==> src/rtl/ctxb_cfg.svh <==
`ifndef CTXB_CFG_SVH
`define CTXB_CFG_SVH
// register byte offsets
`define CTXB_ADDR_ADD_REQ 8'h00
`define CTXB_ADDR_CANCEL_REQ 8'h04
`define CTXB_ADDR_PENDING 8'h08
`define CTXB_ADDR_CANCEL_FIN 8'h0c
`define CTXB_ADDR_OCCURRED 8'h10
`define CTXB_ADDR_CORE_CTRL 8'h14
`define CTXB_ADDR_BUF_FMT 8'h18 // per buffer: frame is fd above eight bytes
`define CTXB_ADDR_PAYLOAD 8'h20
// core control fields
`define CTXB_CTRL_DAR_BIT 0
`define CTXB_CTRL_RST 32'h00000000
// sizes
`define CTXB_NBUF 4
`define CTXB_FIFO_DEPTH 4
// fd frames above this byte count carry the false-cancel window
`define CTXB_FD_CLASSIC_MAX 7'd8
`endif

==> src/rtl/ctxb_pkg.sv <==
package ctxb_pkg;
	typedef logic [3:0] ctxb_mask_t;
	typedef logic [1:0] ctxb_idx_t;
	typedef enum logic [1:0]
	{
		CTXB_IDLE = 2'b00,
		CTXB_SEND = 2'b01
	} ctxb_state_e;
endpackage : ctxb_pkg

==> src/rtl/ctxb_pick.sv <==
`timescale 1ns/10ps
`include "ctxb_cfg.svh"
// ---------------------------------------------------------------
// lowest set bit picker
// ---------------------------------------------------------------
module ctxb_pick
(
	// request vector
	input wire logic [3:0] req_i,
	// result
	output logic any_o,
	output logic [1:0] idx_o
);
	// scan from the top so the lowest index wins
	always_comb
	begin
		any_o = |req_i;
		idx_o = 2'h0;
		for (int i = `CTXB_NBUF - 1; i >= 0; i--)
		begin
			if (req_i[i])
			begin
				idx_o = 2'(i);
			end
		end
	end
endmodule : ctxb_pick

==> src/rtl/ctxb_top.sv <==
`timescale 1ns/10ps
`include "ctxb_cfg.svh"
// Operation
// - pending dedicated buffers are sent lowest index first
// - queue buffers give no order guarantee; fifo used for order
// - fifo entries are sent in the order they were queued
// - finished cancel sets cancel-finished and clears pending
// - successful send sets the occurred bit; unsent leaves it zero
// - with retransmit enabled a failed buffer is sent again
// - cleared pending bit reports buffer free to rewrite
// - started frame runs to end; early retry cancel misreports
// - misreport only for fd frames longer than eight bytes
module ctxb_top
(
	// clock, reset, enable
	input wire logic clk_i,
	input wire logic rst_i,
	input wire logic ce_i,
	// wishbone slave
	input wire logic cyc_i,
	input wire logic stb_i,
	input wire logic we_i,
	input wire logic [7:0] adr_i,
	input wire logic [3:0] sel_i,
	input wire logic [31:0] dat_i,
	output logic [31:0] dat_o,
	output logic ack_o,
	// software fifo push
	input wire logic fifo_push_i,
	input wire logic [31:0] fifo_data_i,
	input wire logic [6:0] fifo_len_i,
	input wire logic fifo_fd_i,
	output logic fifo_full_o,
	// protocol controller side
	output logic tx_valid_o,
	output logic [31:0] tx_data_o,
	output logic tx_from_fifo_o,
	output logic [1:0] tx_idx_o,
	input wire logic tx_start_i,
	input wire logic tx_id_phase_i,
	input wire logic tx_done_i,
	input wire logic tx_ok_i
);
	typedef struct packed
	{
		logic [31:0] rd;
		logic ack;
		logic [3:0] pend;
		logic [3:0] cfin;
		logic [3:0] occ;
		logic [3:0] retry;
		logic disable_auto_retransmit;
		logic [3:0][31:0] pay;
		logic [3:0][6:0] len;
		logic [3:0] fd;
		logic [3:0] lfd;
		logic [3:0][31:0] fq;
		logic [1:0] wp;
		logic [1:0] rp;
		logic [2:0] cnt;
		ctxb_pkg::ctxb_state_e st;
		logic busy_fifo;
		logic [1:0] bidx;
		logic [31:0] txd;
		logic vld;
	} ctxb_s;

	ctxb_s q_r, q_nxt;
	logic pick_any;
	logic [1:0] pick_idx;
	logic wr, rd;
	logic [3:0] cancel_now;

	assign wr = cyc_i && stb_i && we_i && !q_r.ack;
	assign rd = cyc_i && stb_i && !we_i && !q_r.ack;

	// cancel bits raised by this cycle's bus write
	assign cancel_now = (wr && adr_i == `CTXB_ADDR_CANCEL_REQ && sel_i[0])
		? dat_i[3:0] : 4'h0;

	// a buffer cancelled in this cycle is never picked, so no frame
	// goes out behind a cancel report made in the idle state
	ctxb_pick u_pick
	(
		.req_i(q_r.pend & ~cancel_now),
		.any_o(pick_any),
		.idx_o(pick_idx)
	);

	// ---------------------------------------------------------------
	// next state
	// ---------------------------------------------------------------
	always_comb
	begin
		logic [31:0] m;
		logic [3:0] cr;
		m = {{8{sel_i[3]}}, {8{sel_i[2]}}, {8{sel_i[1]}}, {8{sel_i[0]}}};
		cr = cancel_now;
		q_nxt = q_r;
		q_nxt.ack = cyc_i && stb_i && !q_r.ack;
		q_nxt.rd = 32'h0;
		// register reads, unmapped reads as zero
		if (rd)
		begin
			unique case (adr_i)
				`CTXB_ADDR_PENDING: q_nxt.rd = {28'h0, q_r.pend};
				`CTXB_ADDR_CANCEL_FIN: q_nxt.rd = {28'h0, q_r.cfin};
				`CTXB_ADDR_OCCURRED: q_nxt.rd = {28'h0, q_r.occ};
				`CTXB_ADDR_CORE_CTRL: q_nxt.rd = {31'h0, q_r.disable_auto_retransmit};
				`CTXB_ADDR_BUF_FMT: q_nxt.rd = {28'h0, q_r.lfd};
				default: q_nxt.rd = 32'h0;
			endcase
		end
		// register writes
		if (wr)
		begin
			if (adr_i == `CTXB_ADDR_CORE_CTRL && sel_i[0])
			begin
				q_nxt.disable_auto_retransmit = dat_i[`CTXB_CTRL_DAR_BIT];
			end
			if (adr_i == `CTXB_ADDR_BUF_FMT && sel_i[0])
			begin
				q_nxt.lfd = dat_i[3:0];
			end
			if (adr_i == `CTXB_ADDR_ADD_REQ && sel_i[0])
			begin
				// one write may raise several, taken together
				q_nxt.pend = q_r.pend | dat_i[3:0];
				q_nxt.cfin = q_r.cfin & ~dat_i[3:0];
				q_nxt.occ = q_r.occ & ~dat_i[3:0];
			end
			for (int i = 0; i < `CTXB_NBUF; i++)
			begin
				// rewrites only touch the buffer store, not txd
				if (adr_i == 8'(`CTXB_ADDR_PAYLOAD + 4 * i))
				begin
					q_nxt.pay[i] = (q_r.pay[i] & ~m) | (dat_i & m);
				end
			end
		end
		// fifo push, refused when full
		if (fifo_push_i && q_r.cnt != 3'd4)
		begin
			q_nxt.fq[q_r.wp] = fifo_data_i;
			q_nxt.len[q_r.wp] = fifo_len_i;
			q_nxt.fd[q_r.wp] = fifo_fd_i;
			q_nxt.wp = q_r.wp + 2'h1;
			q_nxt.cnt = q_r.cnt + 3'h1;
		end
		// cancellation of pending buffers not on the bus, or of a long fd retry in its id phase
		for (int i = 0; i < `CTXB_NBUF; i++)
		begin
			if (cr[i] && q_r.pend[i])
			begin
				if (!(q_r.st == ctxb_pkg::CTXB_SEND && !q_r.busy_fifo
					&& q_r.bidx == 2'(i)))
				begin
					q_nxt.pend[i] = 1'b0;
					q_nxt.cfin[i] = 1'b1;
				end
				else if (q_r.retry[i] && q_r.lfd[i] && tx_id_phase_i)
				begin
					// retry in its first id bits: false report, frame
					// still runs; long fd frames only
					q_nxt.pend[i] = 1'b0;
					q_nxt.cfin[i] = 1'b1;
				end
			end
		end
		unique case (q_r.st)
			ctxb_pkg::CTXB_IDLE:
			begin
				// fifo first when non empty keeps its queue order
				if (q_r.cnt != 3'd0)
				begin
					q_nxt.txd = q_r.fq[q_r.rp];
					q_nxt.busy_fifo = 1'b1;
					q_nxt.vld = 1'b1;
					q_nxt.st = ctxb_pkg::CTXB_SEND;
				end
				else if (pick_any)
				begin
					q_nxt.bidx = pick_idx;
					q_nxt.txd = q_r.pay[pick_idx];
					q_nxt.busy_fifo = 1'b0;
					q_nxt.vld = 1'b1;
					q_nxt.st = ctxb_pkg::CTXB_SEND;
				end
			end
			ctxb_pkg::CTXB_SEND:
			begin
				if (tx_start_i)
				begin
					q_nxt.vld = 1'b0;
				end
				// frame runs to its end regardless of cancel
				if (tx_done_i)
				begin
					q_nxt.st = ctxb_pkg::CTXB_IDLE;
					q_nxt.vld = 1'b0;
					if (q_r.busy_fifo)
					begin
						if (tx_ok_i || q_r.disable_auto_retransmit)
						begin
							q_nxt.rp = q_r.rp + 2'h1;
							q_nxt.cnt = q_nxt.cnt - 3'h1;
						end
					end
					else if (tx_ok_i)
					begin
						q_nxt.pend[q_r.bidx] = 1'b0;
						q_nxt.retry[q_r.bidx] = 1'b0;
						// cancel report may already stand: it stays set beside occurred
						q_nxt.occ[q_r.bidx] = 1'b1;
					end
					else if (q_r.disable_auto_retransmit)
					begin
						q_nxt.pend[q_r.bidx] = 1'b0;
					end
					else if (q_nxt.pend[q_r.bidx])
					begin
						q_nxt.retry[q_r.bidx] = 1'b1;
					end
				end
			end
			default:
			begin
				q_nxt.st = ctxb_pkg::CTXB_IDLE;
			end
		endcase
		// a dropped or cancelled buffer keeps no retry mark
		q_nxt.retry = q_nxt.retry & q_nxt.pend;
	end

	// ---------------------------------------------------------------
	// state register
	// ---------------------------------------------------------------
	always_ff @(posedge clk_i)
	begin
		if (rst_i)
		begin
			q_r <= '0;
		end
		else if (ce_i)
		begin
			q_r <= q_nxt;
		end
	end

	// outputs straight from the state flops
	assign dat_o = q_r.rd;
	assign ack_o = q_r.ack;
	assign fifo_full_o = q_r.cnt[2];
	assign tx_valid_o = q_r.vld;
	assign tx_data_o = q_r.txd;
	assign tx_from_fifo_o = q_r.busy_fifo;
	assign tx_idx_o = q_r.bidx;

	// ---------------------------------------------------------------
	// checks
	// ---------------------------------------------------------------
	property p_occ_on_ok;
		@(posedge clk_i) disable iff (rst_i)
		ce_i && q_r.st == ctxb_pkg::CTXB_SEND && tx_done_i && tx_ok_i
			&& !q_r.busy_fifo |=> q_r.occ[$past(q_r.bidx)];
	endproperty
	a_occ_on_ok: assert property (p_occ_on_ok)
		else $error("occurred bit not set after good frame");

	property p_cancel_idle;
		@(posedge clk_i) disable iff (rst_i)
		ce_i && cancel_now[0] && q_r.pend[0]
			&& !(q_r.st == ctxb_pkg::CTXB_SEND && !q_r.busy_fifo
			&& q_r.bidx == 2'h0) |=> q_r.cfin[0] && !q_r.pend[0];
	endproperty
	a_cancel_idle: assert property (p_cancel_idle)
		else $error("cancel of idle buffer not reported");

	property p_lowest;
		@(posedge clk_i) disable iff (rst_i)
		ce_i && q_r.st == ctxb_pkg::CTXB_IDLE && q_r.cnt == 3'd0
			&& q_r.pend[0] && !cancel_now[0]
			|=> q_r.bidx == 2'h0 && q_r.vld;
	endproperty
	a_lowest: assert property (p_lowest)
		else $error("lowest pending buffer not chosen");

	property p_hold_data;
		@(posedge clk_i) disable iff (rst_i)
		q_r.st == ctxb_pkg::CTXB_SEND && !tx_done_i
			|=> $stable(q_r.txd);
	endproperty
	a_hold_data: assert property (p_hold_data)
		else $error("frame data changed during send");

	property p_retry;
		@(posedge clk_i) disable iff (rst_i)
		ce_i && q_r.st == ctxb_pkg::CTXB_SEND && tx_done_i && !tx_ok_i
			&& !q_r.disable_auto_retransmit && !q_r.busy_fifo && q_r.pend[q_r.bidx] && !wr
			|=> q_r.pend[$past(q_r.bidx)];
	endproperty
	a_retry: assert property (p_retry)
		else $error("failed buffer dropped with retransmit on");

	// a frame that is not long fd never gives a cancel report on the bus
	property p_classic_cancel;
		@(posedge clk_i) disable iff (rst_i)
		ce_i && q_r.st == ctxb_pkg::CTXB_SEND && !q_r.busy_fifo && !tx_done_i
			&& cancel_now[q_r.bidx] && q_r.pend[q_r.bidx]
			&& !q_r.lfd[q_r.bidx] |=> q_r.pend[$past(q_r.bidx)];
	endproperty
	a_classic_cancel: assert property (p_classic_cancel)
		else $error("cancel of frame on the bus was reported");
endmodule : ctxb_top

==> config.mk <==
export PLATFORM = sky130hd
export DESIGN_NAME = ctxb_top
export DESIGN_NICKNAME = d
export VERILOG_FILES = /design/src/rtl/ctxb_pkg.sv /design/src/rtl/ctxb_pick.sv /design/src/rtl/ctxb_top.sv
export VERILOG_INCLUDE_DIRS = /design/src /design/src/rtl
export SDC_FILE = /design/constraint.sdc
export NUM_CORES = 1
export LEC_CHECK = 0
export BUFFER_PORTS_ARGS = -buffer_cell sky130_fd_sc_hd__buf_4
export CAP_MARGIN = 20
export CORE_MARGIN = 4
export CORE_UTILIZATION = 45
export CTS_CLUSTER_SIZE = 8
export DETAILED_ROUTE_END_ITERATION = 6
export HOLD_SLACK_MARGIN = 0.02
export PLACE_DENSITY = 0.67
export SLEW_MARGIN = 20
export SYNTH_ARGS = -nofsm -noshare
export SYNTH_HDL_FRONTEND = slang
export SYNTH_SLANG_ARGS = --single-unit
export TNS_END_PERCENT = 20
==> constraint.sdc <==
create_clock -name clk_i -period 7.6 [get_ports clk_i]
set_input_delay 1.52 -clock clk_i [delete_from_list [all_inputs] [get_ports clk_i]]
set_output_delay 1.52 -clock clk_i [all_outputs]
set_load 0.02 [all_outputs]
==> results.cfg <==
[sta]
setup_tns_ps = 0
finalCriticalPeriod_ps = 4640
fin_crit_sh_pct = 61.06
final-hold-violation-count = 0
rsz0062_at_grt = false
tightest_slew_ps = 1139
slew_headroom_pct = 24.09
clock_skew_ps = 15.42
timing.final.max_slew_violations = 0
finalSetupViolations = 0
fmax_ghz = 0.2155

[route]
ant_nets = 0
drt_iter0_markers = 1096
firstDrtPassIters = 5
wl_per_cell_um = 18.19
num_vias = 11740
drc = 0
drt-vias-per-instance = 5.480
wl_um = 38990

[floorplanning]
rows = 66
dieArea_mm2 = 0.03589
ios = 165
die_w_um = 189.5
design.core.area_mm2 = 0.03254
fp.dieH_um = 189.5
start_util_pct = 45.54

[final_layout]
multi_input_area_mm2 = 0.007397
fillers = 3070
seq_area_mm2 = 0.006529
finalNetCount = 1799
syn_to_final_growth_pct = 13.63
drive_gt1_share_pct = 17.42

[hold_path]
worstHoldPathType = flop to flop
holdPathStages = 2
hold_start = q_r[54]$_SDFFE_PP0P_
min_to = q_r[54]$_SDFFE_PP0P_

[power]
p_leak_nw = 6.769
p_sw_uw = 914.0
pwr-share-seq_pct = 45.4
comb_power_share_pct = 8.1
swShare_pct = 23.44
fin_total_pwr_mw = 3.900
clkPwrFrac_pct = 46.5
power_per_cell_area_mw_per_mm2 = 231.6
ir_drop_mv = 0.1409
p_int_mw = 2.986

[yosys]
syn_inst = 1665
synth_top_cell_by_area = dfxtp_1
postSynth.asyncResetShare_pct = 0
synth_edf_count = 0
yosys-top-cells-area = dfxtp_1 (44%), nand2_1 (9.2%), mux2i_1 (7.5%), a21oi_1 (6.2%), mux4_2 (4.9%)
ys_warn_count = 0
synth-seq-cells = 326
synth_top_flop_cell = dfxtp_1
avgSynthCellArea_um2 = 8.899
synth_top_cells_by_count = nand2_1 (362), dfxtp_1 (326), a21oi_1 (184), nor2_1 (164), mux2i_1 (111)
yosysUniqueCellTypes = 59
ys_seq_area_share_pct = 44.05
synth.cell_area_mm2 = 0.01482
synth_most_common_cell = nand2_1
synth_top_area_share_pct = 44.05

[critical_path]
path_depth = 8
endpoint_kind = flop
crit_fanout = 65
path_class = primary input to flop
cp-startpoint = adr_i[5]
r2r_end = tx_data_o[28]$_SDFFE_PP0P_
worstPathRequired_ps = 7970
worst_r2r_startpoint = ack_o$_SDFFE_PP0P_
rrSetupSlack_ps = 4090
path_cells = buf_4, or4_1, or4_1, a221oi_4, buf_4, mux2_2, a221oi_1, a211oi_1
crit_family = simple AND/OR/NAND/NOR gates
arrival_ps = 5010
startpoint_type = primary input
r2r_cells = 7
cp_num_buf_inv = 2
crit_path_max_incr_delay_ps = 780
crit_path_top_delay_cell = buf_4

[cts]
ctsResizeCount = 0
clk_path_buf_depth = 3
path_clk_slew_ps = 50
cts_sinks = 326
post_cts_buffers = 0
cts_root_buffer = clkbuf_16
cts_tree = done
ctsHoldBuffers = 0
clock_latency_ps = 530
cts-buffers-inserted = 46
h-tree-depth = 2

[global_route]
use_met3_pct = 4.259
grt-ovfl-total = 0
met1_usage_pct = 27.73
track_usage_pct = 20.86
grt_pass1_wl_um = 61220
antenna_found_initial = 3
grt_max_degree = 211
grtUsageMet2_pct = 34.53
grt_pass1_vias = 11340
grt.busiest_layer = met2

[place]
port_buffers = 128
dp_hpwl_um = 24680
finalWeightedCongestion = 0.8439

[status]
status = completed

[run]
cap_viol_max_count = 0
==> flip-flops by register name (all words and copies together) (netlist names) <==
register and cells:
tx_valid_o 1, dat_o 4, tx_data_o 32, tx_from_fifo_o 1, fifo_full_o 1, ack_o 1, tx_idx_o 2, q_r 284
==> per-stage QoR <==
| stage | hold slack [ps] | setup slack (ps) | area (um2) | std cells | utilization, % |
|---|---|---|---|---|---|
| 4_1_cts | 451.4 | 2987 | 16830 | 2141 | 51.73 |
| 3_5_place_dp | 444.9 | 2436 | 15590 | 2091 | 47.92 |
| 5_1_grt | 468.5 | 2811 | 16840 | 2143 | 51.75 |
| 6_report | 451.7 | 2960 | 16840 | 2143 | 51.75 |
| 2_1_floorplan | 431.6 | 3498 | 14920 | 1692 | - |
| 3_3_place_gp | 438.0 | 2460 | 15590 | 2091 | 47.92 |
==> power groups by stage <==
stage / sequential (mW) / combinational [mW] / clock (mW)
floorplan: 1.80 / 0.217 / 0
global placement: 1.80 / 0.311 / 0
detailed placement: 1.80 / 0.315 / 0
CTS: 1.77 / 0.317 / 1.85
global route: 1.77 / 0.343 / 1.92
finish: 1.77 / 0.317 / 1.81
==> layer usage <==
| metal | wire length (um) | vias up |
|---|---|---|
| li1 | - | 5691 |
| met1 | 16980 | 5634 |
| met2 | 18530 | 362 |
| met3 | 2661 | 54 |
| met4 | 811 | 2 |
| met5 | 9 | - |
==> worst max-delay path by stage <==
stage | end | slack, ps
3_5_place_dp | tx_data_o[1]$_SDFFE_PP0P_ | 2440
5_1_grt | tx_data_o[1]$_SDFFE_PP0P_ | 2810
3_3_place_gp | tx_data_o[1]$_SDFFE_PP0P_ | 2460
4_1_cts | tx_data_o[1]$_SDFFE_PP0P_ | 2990
2_1_floorplan | tx_data_o[20]$_SDFFE_PP0P_ | 3500
6_report | tx_data_o[28]$_SDFFE_PP0P_ | 2960
==> placed cells by master (no fill, tap or decap), types with 3 or more instances in the layout <==
cell,synthesis,layout
nor4b_1,5,5
inv_1,9,9
nor2b_1,11,10
a221oi_1,15,15
mux2_1,29,29
nand4_1,3,3
nand2b_1,8,7
ha_1,7,7
a211oi_2,14,14
and4_1,4,4
nand2_1,362,362
a221oi_2,15,14
mux2_2,32,32
o21ai_0,6,6
nand3_1,44,44
nor2_1,164,163
a2bb2oi_1,4,4
clkbuf_16,0,49
o31ai_1,3,3
nor4_1,4,4
a211o_1,3,3
dfxtp_1,326,324
o41ai_1,3,3
and3_2,0,4
a22oi_1,15,15
and2_1,5,5
nor3_1,5,5
a21oi_1,184,184
or4_1,3,3
mux2i_1,111,111
buf_4,68,139
xnor2_1,3,3
conb_1,1,28
xor2_1,4,4
a211oi_1,16,16
mux4_2,32,32
==> kinds of logic (layout without fill, tap and decap cells) <==
kind of cell / count (synthesis) / count (layout) / share of synthesized area, %
compound gates: 295 / 295 / 13.27
buf+inv: 193 / 200 / 6.992
mux: 204 / 204 / 17.00
flops: 326 / 326 / 44.05
simple gates: 632 / 632 / 17.66
other cells: 1 / 30 / 0.02531
fa+ha+maj: 7 / 7 / 0.5911
xor+xnor: 7 / 7 / 0.4138
==> final cells by class <==
type,instances,area share [%]
flip-flops and latches,326,38.78
repair buffers,141,6.406
inverters,9,0.2007
clock buffers,50,7.365
well taps,442,3.285
diodes,2,0.02973
multi-input cells,1173,43.94
==> tightest hold or removal path: stages (launching register included) <==
cell and delay (ps):
dfxtp_1 300, nand2_1 50, a21oi_1 50
Note: power is estimated with default switching activity, not from simulation.
